===== src/rsq_cfg.svh =====
/*
 * Constants of the reset sequencer register block: offsets, field
 * positions, reset values and sequencing counts.
 * Assumes it is included by bare name wherever a constant is needed.
 */
`ifndef RSQ_CFG_SVH
`define RSQ_CFG_SVH

// ----------------------------------------------------------------------
// Sizes
// ----------------------------------------------------------------------
`define RSQ_N            10
`define RSQ_AW           5
`define RSQ_IDX_LAST     4'h9
`define RSQ_IDX_FIRST    4'h0
`define RSQ_IDX_ONE      4'h1
`define RSQ_CNT_ZERO     10'h000
`define RSQ_CNT_ONE      10'h001

// ----------------------------------------------------------------------
// Register offsets (byte addresses)
// ----------------------------------------------------------------------
`define RSQ_OFF_LOG      5'h00
`define RSQ_OFF_IE       5'h04
`define RSQ_OFF_CTRL     5'h08
`define RSQ_OFF_ASTEP    5'h0C
`define RSQ_OFF_DSTEP    5'h10
`define RSQ_OFF_DIRECT   5'h14
`define RSQ_OFF_MASK     5'h18

// ----------------------------------------------------------------------
// Event log fields
// ----------------------------------------------------------------------
`define RSQ_LOG_POR      0
`define RSQ_LOG_SWTRIG   1
`define RSQ_LOG_SRC_LO   2
`define RSQ_LOG_SRC_HI   11
`define RSQ_LOG_QUAL_LO  16
`define RSQ_LOG_QUAL_HI  25
`define RSQ_LOG_DWAIT    29
`define RSQ_LOG_AWAIT    30
`define RSQ_LOG_ACTIVE   31
`define RSQ_LOG_W1C      32'h63FF_0FFF
`define RSQ_LOG_RST      32'h0000_0001

// ----------------------------------------------------------------------
// Control and other fields
// ----------------------------------------------------------------------
`define RSQ_CTRL_INIT    1
`define RSQ_CTRL_SWDSRT  2
`define RSQ_CTRL_SWASRT  3
`define RSQ_DIR_VAL_LO   0
`define RSQ_DIR_VAL_HI   9
`define RSQ_DIR_TRG_LO   16
`define RSQ_DIR_TRG_HI   25
`define RSQ_STEP_RST     10'h3FF
`define RSQ_VEC_ZERO     10'h000
`define RSQ_WORD_ZERO    32'h0000_0000

// ----------------------------------------------------------------------
// Sequencing counts in clock cycles
// ----------------------------------------------------------------------
`define RSQ_ASRT_DLY     10'h004
`define RSQ_DSRT_DLY     10'h004
`define RSQ_MIN_HOLD     10'h008

`endif


===== src/rsq_pkg.sv =====
/*
 * Types of the reset sequencer register block.
 * Assumes rsq_cfg.svh is reachable on the include path.
 */
`include "rsq_cfg.svh"

package rsq_pkg;

    typedef enum logic [2:0] {
        RSQ_IDLE,
        RSQ_ASRT,
        RSQ_AWAIT,
        RSQ_HOLD,
        RSQ_DSRT,
        RSQ_DWAIT
    } rsq_state_t;

    typedef struct packed {
        logic [2*`RSQ_N-1:0] s1;
        logic [2*`RSQ_N-1:0] s2;
    } rsq_sync_t;

    typedef struct packed {
        rsq_state_t        st;
        logic [3:0]        idx;
        logic [9:0]        cnt;
        logic [31:0]       log;
        logic [31:0]       ie;
        logic              sw_asrt;
        logic              sw_dsrt;
        logic [`RSQ_N-1:0] astep;
        logic [`RSQ_N-1:0] dstep;
        logic [`RSQ_N-1:0] mask;
        logic [`RSQ_N-1:0] outs;
        logic [`RSQ_N-1:0] src_prev;
        logic [`RSQ_N-1:0] qual_prev;
        logic [31:0]       rdata;
        logic              irq;
    } rsq_regs_t;

endpackage


===== src/rsq_sync.sv =====
/*
 * Two-stage synchroniser for the reset source and qualifier pins.
 * Assumes pins are asynchronous levels; the first stage feeds only
 * the second.
 */
`timescale 1ns/1ps
`include "rsq_cfg.svh"

module rsq_sync
    import rsq_pkg::*;
(
    input  wire logic                 clk_i,
    input  wire logic                 nrst_i,
    input  wire logic [2*`RSQ_N-1:0]  pin_i,
    output logic      [2*`RSQ_N-1:0]  sync_o
);

    rsq_sync_t r_q;
    rsq_sync_t r_d;

    always_comb begin
        r_d    = r_q;
        r_d.s1 = pin_i;
        r_d.s2 = r_q.s1;
    end

    always_ff @(posedge clk_i or negedge nrst_i) begin
        if (!nrst_i) begin
            r_q <= '0;
        end else begin
            r_q <= r_d;
        end
    end

    assign sync_o = r_q.s2;

endmodule


===== src/rsq_csr.sv =====
/*
 * Reset sequencer with its control and status registers: event log,
 * interrupt enables, software stepping, direct drive and masking of
 * ten sequenced reset outputs.
 * Assumes a single-cycle memory-mapped slave port driven by a host on
 * clk_i, and reset sources and qualifiers that arrive asynchronously.
 */
`timescale 1ns/1ps
`include "rsq_cfg.svh"

module rsq_csr
    import rsq_pkg::*;
#(
    parameter bit USE_QUAL = 1'b0
) (
    input  wire logic                 clk_i,
    input  wire logic                 nrst_i,
    input  wire logic [`RSQ_AW-1:0]   csr_addr_i,
    input  wire logic                 csr_write_i,
    input  wire logic                 csr_read_i,
    input  wire logic [31:0]          csr_wdata_i,
    output logic      [31:0]          csr_rdata_o,
    input  wire logic [`RSQ_N-1:0]    reset_source_input_i,
    input  wire logic [`RSQ_N-1:0]    deassert_qual_i,
    output logic      [`RSQ_N-1:0]    sequenced_output_o,
    output logic                      irq_o
);

    // ------------------------------------------------------------------
    // Helpers
    // ------------------------------------------------------------------
    function automatic logic hit(input logic [`RSQ_AW-1:0] a,
                                 input logic [`RSQ_AW-1:0] off);
        hit = (a == off);
    endfunction

    rsq_regs_t            r_q;
    rsq_regs_t            r_d;
    logic [2*`RSQ_N-1:0]  pins_s;
    logic [`RSQ_N-1:0]    src_s;
    logic [`RSQ_N-1:0]    qual_s;

    // ------------------------------------------------------------------
    // Pin synchronisers
    // ------------------------------------------------------------------
    rsq_sync u_sync (
        .clk_i  (clk_i),
        .nrst_i (nrst_i),
        .pin_i  ({deassert_qual_i, reset_source_input_i}),
        .sync_o (pins_s)
    );

    assign src_s  = pins_s[`RSQ_N-1:0];
    assign qual_s = pins_s[2*`RSQ_N-1:`RSQ_N];

    // ------------------------------------------------------------------
    // Next state
    // ------------------------------------------------------------------
    always_comb begin
        logic [`RSQ_N-1:0] src_rise;
        logic [`RSQ_N-1:0] qual_rise;
        logic [31:0]       log_set;
        logic [31:0]       log_clr;
        logic              wr_log;
        logic              sw_init;
        logic              step_done;
        logic              dsrt_ready;
        logic [31:0]       rd;

        r_d        = r_q;
        src_rise   = src_s & ~r_q.src_prev;
        qual_rise  = qual_s & ~r_q.qual_prev;
        log_set    = `RSQ_WORD_ZERO;
        log_clr    = `RSQ_WORD_ZERO;
        wr_log     = csr_write_i && hit(csr_addr_i, `RSQ_OFF_LOG);
        sw_init    = 1'b0;
        step_done  = 1'b0;
        dsrt_ready = 1'b0;
        rd         = `RSQ_WORD_ZERO;

        r_d.src_prev  = src_s;
        r_d.qual_prev = qual_s;

        log_set[`RSQ_LOG_QUAL_HI:`RSQ_LOG_QUAL_LO] = qual_rise;

        // --------------------------------------------------------------
        // Register writes
        // --------------------------------------------------------------
        if (csr_write_i) begin
            if (hit(csr_addr_i, `RSQ_OFF_IE)) begin
                r_d.ie = csr_wdata_i & `RSQ_LOG_W1C;
            end
            if (hit(csr_addr_i, `RSQ_OFF_CTRL)) begin
                r_d.sw_dsrt = csr_wdata_i[`RSQ_CTRL_SWDSRT];
                r_d.sw_asrt = csr_wdata_i[`RSQ_CTRL_SWASRT];
                sw_init     = csr_wdata_i[`RSQ_CTRL_INIT];
            end
            if (hit(csr_addr_i, `RSQ_OFF_ASTEP)) begin
                r_d.astep = csr_wdata_i[`RSQ_N-1:0];
            end
            if (hit(csr_addr_i, `RSQ_OFF_DSTEP)) begin
                r_d.dstep = csr_wdata_i[`RSQ_N-1:0];
            end
            if (hit(csr_addr_i, `RSQ_OFF_MASK)) begin
                r_d.mask = csr_wdata_i[`RSQ_N-1:0];
            end
        end

        if (wr_log) begin
            log_clr = csr_wdata_i & `RSQ_LOG_W1C;
        end

        // --------------------------------------------------------------
        // Sequencer
        // --------------------------------------------------------------
        unique case (r_q.st)
            RSQ_IDLE: begin
                // Start requests while busy are dropped on purpose
                if ((|src_rise) || sw_init) begin
                    log_set[`RSQ_LOG_SRC_HI:`RSQ_LOG_SRC_LO] = src_rise;
                    log_set[`RSQ_LOG_SWTRIG] = sw_init;
                    r_d.st  = RSQ_ASRT;
                    r_d.idx = `RSQ_IDX_FIRST;
                    r_d.cnt = `RSQ_CNT_ZERO;
                end
            end
            RSQ_ASRT: begin
                if (!r_q.sw_asrt && r_q.cnt < `RSQ_ASRT_DLY) begin
                    r_d.cnt = r_q.cnt + `RSQ_CNT_ONE;
                end else begin
                    if (!r_q.mask[r_q.idx]) begin
                        r_d.outs[r_q.idx] = 1'b1;
                    end
                    if (r_q.sw_asrt && r_q.astep[r_q.idx]) begin
                        log_set[`RSQ_LOG_AWAIT] = 1'b1;
                        r_d.st = RSQ_AWAIT;
                    end else begin
                        step_done = 1'b1;
                    end
                end
            end
            RSQ_AWAIT: begin
                if (!r_q.log[`RSQ_LOG_AWAIT]) begin
                    step_done = 1'b1;
                end
            end
            RSQ_HOLD: begin
                if (r_q.cnt < `RSQ_MIN_HOLD) begin
                    r_d.cnt = r_q.cnt + `RSQ_CNT_ONE;
                end else if (!(|src_s)) begin
                    r_d.st  = RSQ_DSRT;
                    r_d.idx = `RSQ_IDX_FIRST;
                    r_d.cnt = `RSQ_CNT_ZERO;
                end
            end
            RSQ_DSRT: begin
                if (r_q.sw_dsrt) begin
                    dsrt_ready = 1'b1;
                end else if (USE_QUAL) begin
                    dsrt_ready = qual_s[r_q.idx];
                end else if (r_q.cnt < `RSQ_DSRT_DLY) begin
                    r_d.cnt = r_q.cnt + `RSQ_CNT_ONE;
                end else begin
                    dsrt_ready = 1'b1;
                end
                if (dsrt_ready) begin
                    r_d.outs[r_q.idx] = 1'b0;
                    if (r_q.sw_dsrt && r_q.dstep[r_q.idx]) begin
                        log_set[`RSQ_LOG_DWAIT] = 1'b1;
                        r_d.st = RSQ_DWAIT;
                    end else begin
                        step_done = 1'b1;
                    end
                end
            end
            RSQ_DWAIT: begin
                if (!r_q.log[`RSQ_LOG_DWAIT]) begin
                    step_done = 1'b1;
                end
            end
        endcase

        // Advance to the next output or the next phase
        if (step_done) begin
            r_d.cnt = `RSQ_CNT_ZERO;
            if (r_q.idx != `RSQ_IDX_LAST) begin
                r_d.idx = r_q.idx + `RSQ_IDX_ONE;
                r_d.st  = (r_q.st == RSQ_ASRT || r_q.st == RSQ_AWAIT)
                          ? RSQ_ASRT : RSQ_DSRT;
            end else begin
                r_d.idx = `RSQ_IDX_FIRST;
                r_d.st  = (r_q.st == RSQ_ASRT || r_q.st == RSQ_AWAIT)
                          ? RSQ_HOLD : RSQ_IDLE;
            end
        end

        if (csr_write_i && hit(csr_addr_i, `RSQ_OFF_DIRECT)) begin
            for (int i = 0; i < `RSQ_N; i++) begin
                // value applies only with its trigger
                if (csr_wdata_i[`RSQ_DIR_TRG_LO + i]) begin
                    r_d.outs[i] = csr_wdata_i[`RSQ_DIR_VAL_LO + i];
                end
            end
        end
        // mask writes never touch outs here

        // Set wins over a same-cycle clear
        r_d.log = (r_q.log & ~log_clr) | log_set;
        r_d.log[`RSQ_LOG_ACTIVE] = (r_d.st != RSQ_IDLE);

        r_d.irq = |(r_d.log & r_d.ie & `RSQ_LOG_W1C);

        // --------------------------------------------------------------
        // Read data, registered one cycle after the read strobe
        // --------------------------------------------------------------
        if (csr_read_i) begin
            if (hit(csr_addr_i, `RSQ_OFF_LOG)) begin
                rd = r_q.log;
            end else if (hit(csr_addr_i, `RSQ_OFF_IE)) begin
                rd = r_q.ie;
            end else if (hit(csr_addr_i, `RSQ_OFF_CTRL)) begin
                rd[`RSQ_CTRL_SWDSRT] = r_q.sw_dsrt;
                rd[`RSQ_CTRL_SWASRT] = r_q.sw_asrt;
            end else if (hit(csr_addr_i, `RSQ_OFF_ASTEP)) begin
                rd[`RSQ_N-1:0] = r_q.astep;
            end else if (hit(csr_addr_i, `RSQ_OFF_DSTEP)) begin
                rd[`RSQ_N-1:0] = r_q.dstep;
            end else if (hit(csr_addr_i, `RSQ_OFF_MASK)) begin
                rd[`RSQ_N-1:0] = r_q.mask;
            end
            r_d.rdata = rd;
        end
    end

    // ------------------------------------------------------------------
    // State register
    // ------------------------------------------------------------------
    always_ff @(posedge clk_i or negedge nrst_i) begin
        if (!nrst_i) begin
            r_q.st        <= RSQ_IDLE;
            r_q.idx       <= `RSQ_IDX_FIRST;
            r_q.cnt       <= `RSQ_CNT_ZERO;
            r_q.log       <= `RSQ_LOG_RST;
            r_q.ie        <= `RSQ_WORD_ZERO;
            r_q.sw_asrt   <= 1'b0;
            r_q.sw_dsrt   <= 1'b0;
            r_q.astep     <= `RSQ_STEP_RST;
            r_q.dstep     <= `RSQ_STEP_RST;
            r_q.mask      <= `RSQ_VEC_ZERO;
            r_q.outs      <= `RSQ_VEC_ZERO;
            r_q.src_prev  <= `RSQ_VEC_ZERO;
            r_q.qual_prev <= `RSQ_VEC_ZERO;
            r_q.rdata     <= `RSQ_WORD_ZERO;
            r_q.irq       <= 1'b0;
        end else begin
            r_q <= r_d;
        end
    end

    assign csr_rdata_o        = r_q.rdata;
    assign sequenced_output_o = r_q.outs;
    assign irq_o              = r_q.irq;

endmodule


===== config.mk =====
export PLATFORM = sky130hd
export DESIGN_NAME = rsq_csr
export DESIGN_NICKNAME = d
export VERILOG_FILES = /design/src/rsq_pkg.sv /design/src/rsq_sync.sv /design/src/rsq_csr.sv
export VERILOG_INCLUDE_DIRS = /design/src
export SDC_FILE = /design/constraint.sdc
export NUM_CORES = 1
export LEC_CHECK = 0
export BUFFER_PORTS_ARGS = -buffer_cell sky130_fd_sc_hd__buf_4
export CELL_PAD_IN_SITES_DETAIL_PLACEMENT = 0
export CELL_PAD_IN_SITES_GLOBAL_PLACEMENT = 1
export CORE_UTILIZATION = 46
export DETAILED_ROUTE_END_ITERATION = 7
export GPL_TIMING_DRIVEN = 0
export HOLD_SLACK_MARGIN = 0.15
export PLACE_DENSITY_LB_ADDON = 0.1
export SYNTH_ARGS = -nofsm -noshare
export SYNTH_HDL_FRONTEND = slang
export SYNTH_SLANG_ARGS = --single-unit

===== constraint.sdc =====
create_clock -name clk_i -period 2.9 [get_ports clk_i]
set_input_delay 0.29 -clock clk_i [delete_from_list [all_inputs] [get_ports clk_i]]
set_output_delay 0.29 -clock clk_i [all_outputs]
set_load 0.01 [all_outputs]

==> results of run 1 <==
metal layers:
layer	track usage [%]	wire length [um]	vias to the layer above	share of wire, %
met1	33.9	10500	3179	46
met3	4.85	918	34	4.1
met5	0	0	-	0
met2	39.7	10500	172	47
li1	-	-	2970	-
met4	9.82	699	0	3.1
registers in the layout (all words and copies together) (netlist names):
register            count
u_sync.sync_o          20
u_sync.r_d             20
sequenced_output_o     10
irq_o                   1
r_q                   118
csr_rdata_o            25
layout make-up:
type,instances,area share [%]
buffer,80,4.63
multi-input combinational,454,28.9
tap,229,2.73
sequential,194,46.6
timing repair buffer,121,9.72
inverter,43,1.54
clock inverter,14,1.78
clock buffer,18,4.09
power by group through the flow:
stage,clock (mW),combinational (mW),sequential [mW]
finish,2.36,2.31,3.47
CTS,2.40,2.30,3.46
floorplan,0,1.57,3.39
global route,2.52,2.52,3.52
global placement,0,2.22,3.50
detailed placement,0,2.25,3.51
kinds of logic after synthesis:
| family | share of synthesized area, % |
|---|---|
| AO/OA/AOI/OAI | 16.5 |
| flip-flops | 57.2 |
| AND/OR/NAND/NOR | 10.3 |
| buffers and inverters | 7.58 |
| multiplexers | 8.32 |
| adder cells (fa/ha/maj) | 0.147 |
| other | 0.0439 |
path summary, 6_finish.rpt:
kind / from / to / slack (ns) / cells past startpoint
max: r_q[170] / r_q[171] / 0.34 / 9
min in group asynchronous: nrst_i / r_q[63] / 0.41 / 2
max in group asynchronous: nrst_i / u_sync.sync_o[9] / 1.51 / 3
min: csr_wdata_i[24] / r_q[119] / 0.17 / 2
max reg2reg: r_q[170] / r_q[171] / 0.34 / 9
min reg2reg: u_sync.r_d[19] / u_sync.sync_o[19] / 0.35 / 0
cell usage in the layout (no fill, tap or decap), drive strengths merged, types with 13 or more instances in the layout:
cell type    instances
dfrtp              173
buf                143
nand2               61
o21ai               50
inv                 48
mux2                47
nor2                46
clkbuf              43
a21oi               38
dlygate4sd3         33
a22oi               30
dfstp               21
a22o                19
nand3               17
nor2b               13
metrics by stage:
step	instances	utilization (%)	setup TNS, ns
2_1_floorplan	771	-	0
3_3_place_gp	1087	52.5	-0.158
3_5_place_dp	1088	52.7	-0.159
4_1_cts	1153	58.0	0
5_1_grt	1153	58.0	0
6_report	1153	58.0	0
timing repair:
item,in CTS,in global routing
endpoints found under the setup margin,0,2
hold buffers,33,0
endpoints found under the hold margin,105,0
resized for setup,0,1
==> results list, run 1 <==
- Pin count of the biggest net entering global routing: 115
- Avg WL per Cell: 19.6 um
- Post-detailed-route count of antenna-violating nets: 0
- In this run the tool buffered the top-level ports with 87 buffer cells.
- TritonCTS built the clock tree.
- Final-stage net count: 973
* Ranking of synthesized cells by instance count: dfrtp_1 (173), nand2_1 (61), o21ai_0 (49)
- Overall power after layout: 8.15 mW
* Number of fillers in the final layout: 1554
- STA classifies the critical path startpoint as a flip-flop.
- I/O pin cnt: 104
- Count of distinct cell types in the synthesized netlist: 65
- Setup violations remaining at the end of the flow were counted as 0.
- The analysis attributes to net switching a power of 2.78 mW.
* Yosys warning total: 0
- Setup repair after global routing left no endpoint under its margin.
* HPWL after detailed placement: 16900 um
- At the placement stage, the worst setup path has a slack of -0.159 ns.
- The worst setup path is captured at a flip-flop.
- The clock net in this run drives a total of 194 sinks.
- Post-route cell area: 10500 um^2
* Max-cap violations: 0
- Cell types occupying the most area after synthesis: dfrtp_1 (51%), dfstp_2 (6.5%), mux2_2 (6.2%)
- Buffers added to address setup during post-CTS repair amount to 0.
* Hold WC Path Type: in -> reg
* Number of buffers and inverters on the critical path: 2
- In the synthesized netlist, the number of instances is 765.
* Total die area: 19100 um^2
- For the pin with the worst max-slew slack, the measured transition is 0.893 ns.
- Internal power comes to 5.37 mW.
- Clock latency on the worst-skew pair, taken at its later pin, is 0.44 ns.
- Cell type group with the largest total delay on the critical path: compound AO/OA/AOI/OAI gates
- The initial utilization of the core area, before any placement, comes to 47.2%.
* Failing checks: design-rule violations
- Synth async-reset ratio: 100%
* Portion of total power attributed to sequential cells: 42.6%
- Vias per cell: 5.51
- Of the total power, the share spent switching nets is 34.1%.
- Area of the mapped netlist: 8540 um^2
- In this run, synthesis produced a sequential element count of 194.
* RD Place Congestion: 0.918
- Commonest register cell after synthesis: dfrtp_1
- Arrival @ worst endpoint: 2.89 ns
* Die height: 138 um
- Clock period minus final worst setup slack: 2.56 ns
* Share of the synthesized area in the top cell type: 50.7%
* Relative contribution of combinational cells to total power: 28.4%
- Clock-pin slew was measured on the worst setup and hold paths at 0.08 ns.
- The via count of the first global-routing pass was 6568.
- Number of failing hold endpoints at the final stage: 0
- Core Area: 18100 um^2
- The final critical path takes up 88.4% of the cycle.
- After global routing the overflow that remains totals 0.
- The repair_antennas step left the layout with diodes totalling 0.
* Clk buf depth: 2
* Flip-flop and latch area: 4880 um^2
* Highest clock rate: 390 MHz
- Part of the power in the clock network: 29.0%
* TritonCTS Buffers: 17
- Share of post-route cells with drive strength above 1: 27.1%
- Initial drt markers: 369
- The worst path meets setup with 0.336 ns of slack.
* Initial DRT Pass Iterations: 7
- CTS placed an instance of clkbuf_16 at the clock tree root.
- In this run the cell area measured after placement is 9540 um^2.
- VDD sags by at most 501 uV.
* Required @ worst endpoint: 3.23 ns
- The worst setup path is of the reg -> reg kind.
- On the worst path, the slowest cell contributes a delay of 0.34 ns.
- The flow ran to the end, but the final reports show violations.
- Dominant cell by count in the synthesized netlist: dfrtp_1
- Yosys mapped a number of flops with a built-in enable equal to 0.
- For this design the ratio of total power to cell area is 777 nW/um^2.
- Cell-by-cell listing of the critical path: clkbuf_1, nor2b_1, a22oi_1, o2111ai_1, a31o_2, or2_1, buf_6, and3_1, a211o_1
- Max stage delay cell, worst path: a22oi_1
* Worst-case clock skew: 0.0173 ns
- Initial antenna violation count: 0
* Total number of vias: 6355
- A synthesized cell averages 11.2 um^2.
- For this run, design rule violations remaining after detail routing come to 2.
- Along the worst path, the maximum fanout reaches 7.
- Summed over all cells, the static leakage comes to 4.67 nW.
* Sequential-to-total area share from yosys stat: 57.2%
- H-tree levels: 4
- Layout overhead on the synthesized area: 22.8%
- Summing all multi-input logic gate instances after layout gives 3030 um^2.
- Slew Viols, Final: 0
* Aggregate global-route resource usage: 24.9%
- Wire length of the first global-routing pass: 35900 um
- Top cell type by total area after synthesis: dfrtp_1
- Horizontal die dimension: 138 um
- Measured against its own limit, the worst slew margin works out to 40.0%.
- Smallest hold slack: 0.166 ns
* Total Routed Length: 22600 um
- The floorplan has 49 rows.
Note: power is estimated with default switching activity, not from simulation.
==> inputs of run 2 (changes only) <==
--- a/config.mk
+++ b/config.mk
@@ -6,10 +6,11 @@
 export SDC_FILE = /design/constraint.sdc
 export NUM_CORES = 1
 export LEC_CHECK = 0
+export ABC_AREA = 1
 export BUFFER_PORTS_ARGS = -buffer_cell sky130_fd_sc_hd__buf_4
 export CELL_PAD_IN_SITES_DETAIL_PLACEMENT = 0
 export CELL_PAD_IN_SITES_GLOBAL_PLACEMENT = 1
-export CORE_UTILIZATION = 46
+export CORE_UTILIZATION = 44
 export DETAILED_ROUTE_END_ITERATION = 7
 export GPL_TIMING_DRIVEN = 0
 export HOLD_SLACK_MARGIN = 0.15
==> results list, run 2 <==
- Run status: finished, final reports clean (was finished with violations).
- Worst setup slack for register-to-register paths: 0.61 ns (was 0.34 ns)
* Total die area: 20100 um^2 (was 19100 um^2)
- The count of yosys warnings during synthesis came to 0 (unchanged).
* Count of standard-cell rows: 50 (was 49)
- Clock period minus final worst setup slack: 2.29 ns (was 2.56 ns)
- FF+latch count, synth: 194 (unchanged)
* Layout overhead on the synthesized area: 22.4% (was 22.8%)
- Latest clock arrival within the worst-skew pair: 0.44 ns (about the same)
* Synth Instances: 999 (was 765)
* Required @ worst endpoint: 3.22 ns (was 3.23 ns)
* H-tree levels: 4 (unchanged)
- Share of post-route cells with drive strength above 1: 18.2% (was 27.1%)
- The I/O pin total came to 104 (unchanged).
* Ranking of synthesized cells by instance count: nand2_1 (278), dfrtp_1 (173), inv_1 (109) (was dfrtp_1 (173), nand2_1 (61), o21ai_0 (49))
- Type of the setup path with the least slack: reg -> reg (unchanged)
- Count of distinct cell types in the synthesized netlist: 39 (was 65)
- The end of the worst hold path is sequenced_output_o[3] (was r_q[119]).
- The post-cts repair resize count came to 0 (unchanged).
* Sequential-to-total area share from yosys stat: 56.7% (was 57.2%)
- The horizontal extent of the die came to 142 um (was 138 um).
* Fin Setup TNS: 0 ns (unchanged)
- Transition time of the tightest slew-check pin: 0.722 ns (was 0.893 ns)
* HPWL after detailed placement: 17300 um (was 16900 um)
- Area of the mapped netlist: 8610 um^2 (was 8540 um^2)
- RD Place Congestion: 0.863 (was 0.918)
- The class of the tightest hold or removal check is in -> reg (unchanged).
- Synth async-reset ratio: 100% (unchanged)
* Most common cell after layout, fill and taps aside: nand2_1 (was dfrtp_1)
- Leakage Power: 5.16 nW (was 4.67 nW)
* Crit Reg-Reg Endpoint: r_q[174] (was r_q[171])
- FF-to-FF Start: r_q[173] (was r_q[170])
- Critical Path Sink Type: flip-flop (unchanged)
- The initial detailed-routing violation count was 548 (was 369).
* Share of the synthesized area in the top cell type: 50.3% (was 50.7%)
* P per Cell Area: 742 nW/um^2 (was 777 nW/um^2)
- The achievable frequency is 437 MHz (was 390 MHz).
* Number of cells on the worst reg-to-reg path: 8 (was 9)
- Number of remaining DRC errors: 0 (was 2)
* Register name with the most flops: r_q (unchanged)
* EDFF count, synth: 0 (unchanged)
- Smallest hold slack: 0.163 ns (was 0.166 ns)
* Clock tree root buffer cell: clkbuf_16 (unchanged)
- The initial antenna violation count was 0 (unchanged).
- The final setup violation count is 0 (unchanged).
* Vias per cell: 5.02 (was 5.51)
- Core Area: 19000 um^2 (was 18100 um^2)
- The total via count in the routed design is 7084 (was 6355).
- Aggregate global-route resource usage: 25.1% (was 24.9%)
- RSZ-0062 raised after global routing: no (unchanged).
- Worst Hold Path Cells: 4 (was 2)
* Total Routed Length: 23500 um (was 22600 um)
- The data arrival time of the critical path is 2.61 ns (was 2.89 ns).
- Initial DRT Pass Iterations: 5 (was 7)
- TritonCTS Buffers: 17 (unchanged)
- The final number of hold-violating endpoints came to 0 (unchanged).
- The number of routed nets with antenna violations came to 0 (unchanged).
- The final-layout fill cell count was 1808 (was 1554).
* Die height: 142 um (was 138 um)
- Avg WL per Cell: 16.7 um (was 19.6 um)
- The count of clock tree sinks is 194 (unchanged).
- PortBufs: 87 (unchanged)
- The maximum fanout encountered on the critical timing path came to 9 (was 7).
- The final max-slew violation count was 0 (unchanged).
* Startpoint type of the worst setup path: flip-flop (unchanged)
- Pin count of the biggest net entering global routing: 114 (was 115)
- Top cell type by total area after synthesis: dfrtp_1 (unchanged)
- Max-slew headroom at the worst pin: 51.9% (was 40.0%)
* Clock slew seen by the registers of the worst setup and hold paths: 0.08 ns (about the same)
- The most common cell in the netlist is nand2_1 (was dfrtp_1).
- The mean post-synth cell area is 8.62 um^2 (was 11.2 um^2).
- Wire length of the first global-routing pass: 37700 um (was 35900 um)
- Initial Util: 45.4% (was 47.2%)
* TritonCTS clock tree: built (unchanged)
- Cell types occupying the most area after synthesis: dfrtp_1 (50%), nand2_1 (12%), dfstp_2 (6.4%) (was dfrtp_1 (51%), dfstp_2 (6.5%), mux2_2 (6.2%))
* Max-cap violations: 0 (unchanged)
* Clk buf depth: 2 (unchanged)
* Grt total ovfl: 0 (unchanged)
* Vias in the first global route: 6927 (was 6568)
- Crit. Startpoint: r_q[173] (was r_q[170])
- Final-stage net count: 1201 (was 973)
* Launch instance of the worst min-delay path: csr_wdata_i[19] (was csr_wdata_i[24])
- The clock tree skew after final layout was 0.00909 ns (was 0.0173 ns).
- Flip-flop count of the largest register after layout: 118 (unchanged)
* Count of antenna diodes in the layout: 0 (unchanged)
- The ratio of final minimum period to clock period is 78.9% (was 88.4%).
* Overall power after layout: 7.82 mW (was 8.15 mW)
- The worst vdd rail ir drop was 434 uV (was 501 uV).
* Commonest register cell after synthesis: dfrtp_1 (unchanged)
- Commonest cells after routing, fill and taps aside: nand2_1 (278), dfrtp_1 (173), buf_4 (129), inv_1 (109), o21ai_0 (102) (was dfrtp_1 (173), buf_4 (129), nand2_1 (61), o21ai_0 (49), mux2_2 (47)).
run 2: final cells by class:
cell class              count  area (um^2)  share of cell area [%]
well taps                 260          325                    3.09
repair buffers            115          958                    9.09
multi-input cells         630         2880                    27.3
clock inverters            14          180                    1.71
inverters                 112          420                    3.99
plain buffers              69          458                    4.34
clock buffers              18          439                    4.17
flip-flops and latches    194         4880                    46.3
run 2: how the worst max path moves through the flow:
stage | to
after floorplan | r_q[158]
after global placement | u_sync.r_d[14]
after detailed placement | irq_o
after CTS | r_q[171]
after global routing | r_q[174]
final | r_q[174]
run 2: routing by layer:
layer / track usage, % / vias to the layer above / part of all wire (%)
li1: - / 3440 / -
met1: 35.2 / 3434 / 47
met2: 39.6 / 181 / 46
met3: 4.93 / 29 / 4.8
met4: 7.41 / 0 / 1.8
met5: 0 / - / 0
run 2: per-stage QoR:
stage	instance area, um^2	setup slack (ns)	instances	util (%)
floorplan	8640	1.23	1005	-
global placement	9620	0.227	1352	50.7
detailed placement	9650	0.551	1353	50.9
CTS	10500	0.639	1412	55.6
global route	10500	0.426	1412	55.6
finish	10500	0.611	1412	55.6
run 2: repair_timing:
item                                   4_1_cts  5_1_grt
setup buffers                                0        0
endpoints found under the hold margin       92        0
hold buffers                                27        0
run 2: kinds of logic (layout without fill, tap and decap cells):
family | after synthesis | after routing | share of synthesized area (%)
buffers and inverters | 181 | 328 | 10.2
AOI/OAI and AO/OA | 194 | 194 | 12.4
and+or+nand+nor | 426 | 426 | 20.3
DFF | 194 | 194 | 56.7
adders and majority gates | 1 | 1 | 0.145
xor gates and xnor gates | 2 | 2 | 0.203
other | 1 | 7 | 0.0435
run 2: where the power goes:
group	internal, mW	switching, mW	leakage [nW]	total [mW]
logic	0.758	1.22	2.55	1.97
clock network	1.20	1.23	0.300	2.43
registers	3.14	0.273	2.31	3.42
total	5.10	2.72	5.16	7.82
run 2: worst max-delay path: stages (launching register included):
cell and delay (ns):
dfrtp_1 0.42, nor2_1 0.14, nand2_1 0.12, a21oi_1 0.59, nand2_1 0.26, nand3_2 0.29
inv_1 0.13, nand2_1 0.11, o21ai_0 0.09
==> inputs of run 3 (changes only) <==
--- a/config.mk
+++ b/config.mk
@@ -6,11 +6,11 @@
 export SDC_FILE = /design/constraint.sdc
 export NUM_CORES = 1
 export LEC_CHECK = 0
-export ABC_AREA = 1
+export ABC_AREA = 0
 export BUFFER_PORTS_ARGS = -buffer_cell sky130_fd_sc_hd__buf_4
 export CELL_PAD_IN_SITES_DETAIL_PLACEMENT = 0
 export CELL_PAD_IN_SITES_GLOBAL_PLACEMENT = 1
-export CORE_UTILIZATION = 44
+export CORE_UTILIZATION = 42
 export DETAILED_ROUTE_END_ITERATION = 7
 export GPL_TIMING_DRIVEN = 0
 export HOLD_SLACK_MARGIN = 0.15
==> constraint.sdc (replaced) <==
create_clock -name clk_i -period 1.95 [get_ports clk_i]
set_input_delay 0.195 -clock clk_i [delete_from_list [all_inputs] [get_ports clk_i]]
set_output_delay 0.195 -clock clk_i [all_outputs]
set_load 0.01 [all_outputs]
==> results list, run 3 (same netlist as run 1, synthesis figures left out) <==
* Leakage Power: 4.89 nW (was 5.16 nW)
* Worst slack at placement: -0.963 ns (was 0.551 ns)
- Layout overhead on the synthesized area: 30.0% (was 22.4%)
* WL met2: 11000 um (was 10900 um)
- Required @ worst endpoint: 2.27 ns (was 3.22 ns)
- The least setup slack across all paths after layout came to -0.464 ns (was 0.611 ns).
- The total via count in the routed design was 6474 (was 7084).
* Number of cells on the worst reg-to-reg path: 9 (was 8)
* Wire length of the first global-routing pass: 36600 um (was 37700 um)
- The routed length on met3 is 929 um (was 1140 um).
* Aggregate global-route resource usage: 24.0% (was 25.1%)
* Overall power after layout: 13.2 mW (was 7.82 mW)
- TritonCTS clock tree: built (unchanged)
- Core Area: 19700 um^2 (was 19000 um^2)
* Register name with the most flops: r_q (unchanged)
- TritonCTS Buffers: 17 (unchanged)
- The pin count of the biggest net entering global routing came to 100 (was 114).
* Relative contribution of combinational cells to total power: 33.6% (was 25.2%)
- Total die area: 20900 um^2 (was 20100 um^2)
- H-tree levels: 4 (unchanged)
- Crit Reg-Reg Endpoint: r_q[171] (was r_q[174])
- HPWL after detailed placement: 17200 um (was 17300 um)
- Initial DRT Pass Iterations: 6 (was 5)
- Total Routed Length: 23600 um (was 23500 um)
- Highest routed layer: met4 (unchanged)
* Latest clock arrival within the worst-skew pair: 0.44 ns (about the same)
- The worst vdd rail ir drop was 791 uV (was 434 uV).
- Switching power summed over all nets: 4.60 mW (was 2.72 mW)
* RD Place Congestion: 0.885 (was 0.863)
- The max capacitance violation total came to 0 (unchanged).
* RSZ-0062 raised after global routing: yes (was no)
- The via count of the first global-routing pass was 6461 (was 6927).
- Internal cell power: 8.65 mW (was 5.10 mW)
- Portion of total power attributed to sequential cells: 39.3% (was 43.7%)
- Met1 Routed Length: 11000 um (about the same)
- Failing checks: negative setup slack
* Flip-flop count of the largest register after layout: 118 (unchanged)
* Clk buf depth: 2 (unchanged)
- Count of antenna diodes in the layout: 0 (unchanged)
- Die height: 145 um (was 142 um)
- The data arrival time of the critical path was 2.73 ns (was 2.61 ns).
- Worst setup slack for register-to-register paths: -0.46 ns (was 0.61 ns)
* Launch instance of the worst min-delay path: csr_read_i (was csr_wdata_i[19])
* Clock slew seen by the registers of the worst setup and hold paths: 0.08 ns (about the same)
- Final Core Density: 56.3% (was 55.6%)
- Count of standard-cell rows: 51 (was 50)
- Commonest cells after routing, fill and taps aside: dfrtp_1 (172), buf_4 (142), nand2_1 (58), mux2_2 (46) (was nand2_1 (278), dfrtp_1 (173), buf_4 (129), inv_1 (109), o21ai_0 (102))
- FF-to-FF Start: r_q[169] (was r_q[173])
- Number of remaining DRC errors: 0 (unchanged)
* Most common cell after layout, fill and taps aside: dfrtp_1 (was nand2_1)
- Type of the setup path with the least slack: reg -> reg (unchanged)
* Run status: finished with violations (was finished, final reports clean)
* Clk sink count: 194 (unchanged)
- Initial antenna violation count: 0 (unchanged)
* Initial Util: 43.3% (was 45.4%)
- The count of port buffers added during placement is 87 (unchanged).
- The number of routed nets with antenna violations came to 0 (unchanged).
* Part of the power in the clock network: 27.1% (was 31.1%)
- The maximum fanout encountered on the critical timing path came to 6 (was 9).
- The final max-slew violation count is 0 (unchanged).
- Avg WL per Cell: 19.3 um (was 16.7 um)
- The critical path capture point is r_q[171] (was r_q[174]).
* Final setup violation count: 29 (was 0)
- The fraction of power spent switching nets was 34.7% (about the same).
- The ratio of final minimum period to clock period came to 124% (was 78.9%).
- The final-layout fill cell count was 1711 (was 1808).
* Initial drt markers: 417 (was 548)
* Final-stage net count: 1003 (was 1201)
- The time the final worst path needs with I/O delays and setup was 2.41 ns (was 2.29 ns).
- The critical path launch point type is a flip-flop (unchanged).
- Crit. Startpoint: r_q[169] (was r_q[173])
- The clock tree skew after final layout is 0.0130 ns (was 0.00909 ns).
- Vias per cell: 5.31 (was 5.02)
- The final number of hold-violating endpoints was 0 (unchanged).
- The endpoint type of the worst setup path was a flip-flop (unchanged).
- Grt total ovfl: 0 (unchanged)
- The worst slew margin relative to its limit is 49.0% (was 51.9%).
* Horizontal die dimension: 145 um (was 142 um)
* P per Cell Area: 1190 nW/um^2 (was 742 nW/um^2)
- The transition time at the pin with the least slew margin was 0.764 ns (was 0.722 ns).
- Highest clock rate: 414 MHz (was 437 MHz)
* Share of post-route cells with drive strength above 1: 33.3% (was 18.2%)
* Hold WC Path Type: in -> reg (unchanged)
- The buffer cell driving the clock tree root is clkbuf_16 (unchanged).
- I/O pin cnt: 104 (unchanged)
==> run 3: cell types whose count changed in the layout (fill, tap and decap cells not counted), sizes merged, moves of 11 or more <==
cell and delta:
a31oi +11, a22o +19, nand3 -23, dlygate4sd3 +18, buf +23, nor2 -34
inv -66, nand2 -223, mux2 +47, a22oi +22, nor2b +13, o21ai -71
==> run 3: cell type report <==
cell class / count / area [um^2] / share of cell area, %
Buffer: 77 / 487 / 4.38
Clock buffer: 17 / 425 / 3.83
Clock inverter: 15 / 195 / 1.76
Inverter: 43 / 161 / 1.45
Multi-Input combinational cell: 454 / 3280 / 29.5
Sequential cell: 194 / 4880 / 44.0
Tap cell: 265 / 332 / 2.99
Timing Repair Buffer: 154 / 1340 / 12.1
==> run 3: repair_timing <==
| item | CTS | global route |
|---|---|---|
| setup endpoints to repair | 42 | 31 |
| cloned | 0 | 0 |
| hold buffers | 45 | 0 |
| endpoints found under the hold margin | 165 | 0 |
| pin swaps | 14 | 22 |
| gates resized for setup | 37 | 41 |
| buffers inserted | 13 | 10 |
==> run 3: worst min-delay path by stage <==
stage	cells past startpoint	endpoint	slack [ns]
final	3	csr_rdata_o[1]	0.23
after floorplan	0	csr_rdata_o[0]	-0.10
after global placement	1	u_sync.r_d[9]	0.30
after detailed placement	1	r_q[69]	0.28
after global routing	5	r_q[148]	0.26
after CTS	3	csr_rdata_o[1]	0.23
==> run 3: power groups by stage <==
stage	clock, mW	combinational (mW)	sequential (mW)
6_report	3.60	4.45	5.20
3_3_place_gp	0	3.33	5.19
3_5_place_dp	0	3.38	5.22
5_1_grt	3.84	4.78	5.27
4_1_cts	3.68	3.93	5.18
2_1_floorplan	0	2.35	5.05
==> run 3: per-layer routing <==
layer  vias to the layer above  track usage, %
met5                         -               0
met4                         0            8.25
met3                        22            3.81
met2                       192            37.8
met1                      3225            33.7
li1                       3035               -
==> run 3: stage by stage <==
stage	area (um^2)	setup TNS (ns)	instances	hold WS, ns
5_1_grt	11100	-12.42	1219	0.256
3_3_place_gp	9570	-124.05	1123	0.304
6_report	11100	-10.89	1219	0.233
2_1_floorplan	8590	-1.71	771	-0.101
4_1_cts	10900	-10.32	1211	0.229
3_5_place_dp	9610	-31.96	1124	0.278
==> run 3: worst max-delay path, cell delays in order (launching register included) <==
cell,delay [ns]
dfrtp_1,0.43
buf_6,0.16
buf_4,0.13
mux2i_1,0.13
a22oi_2,0.32
o2111ai_4,0.18
a31o_4,0.29
or2_4,0.28
and3_4,0.17
a211o_1,0.22
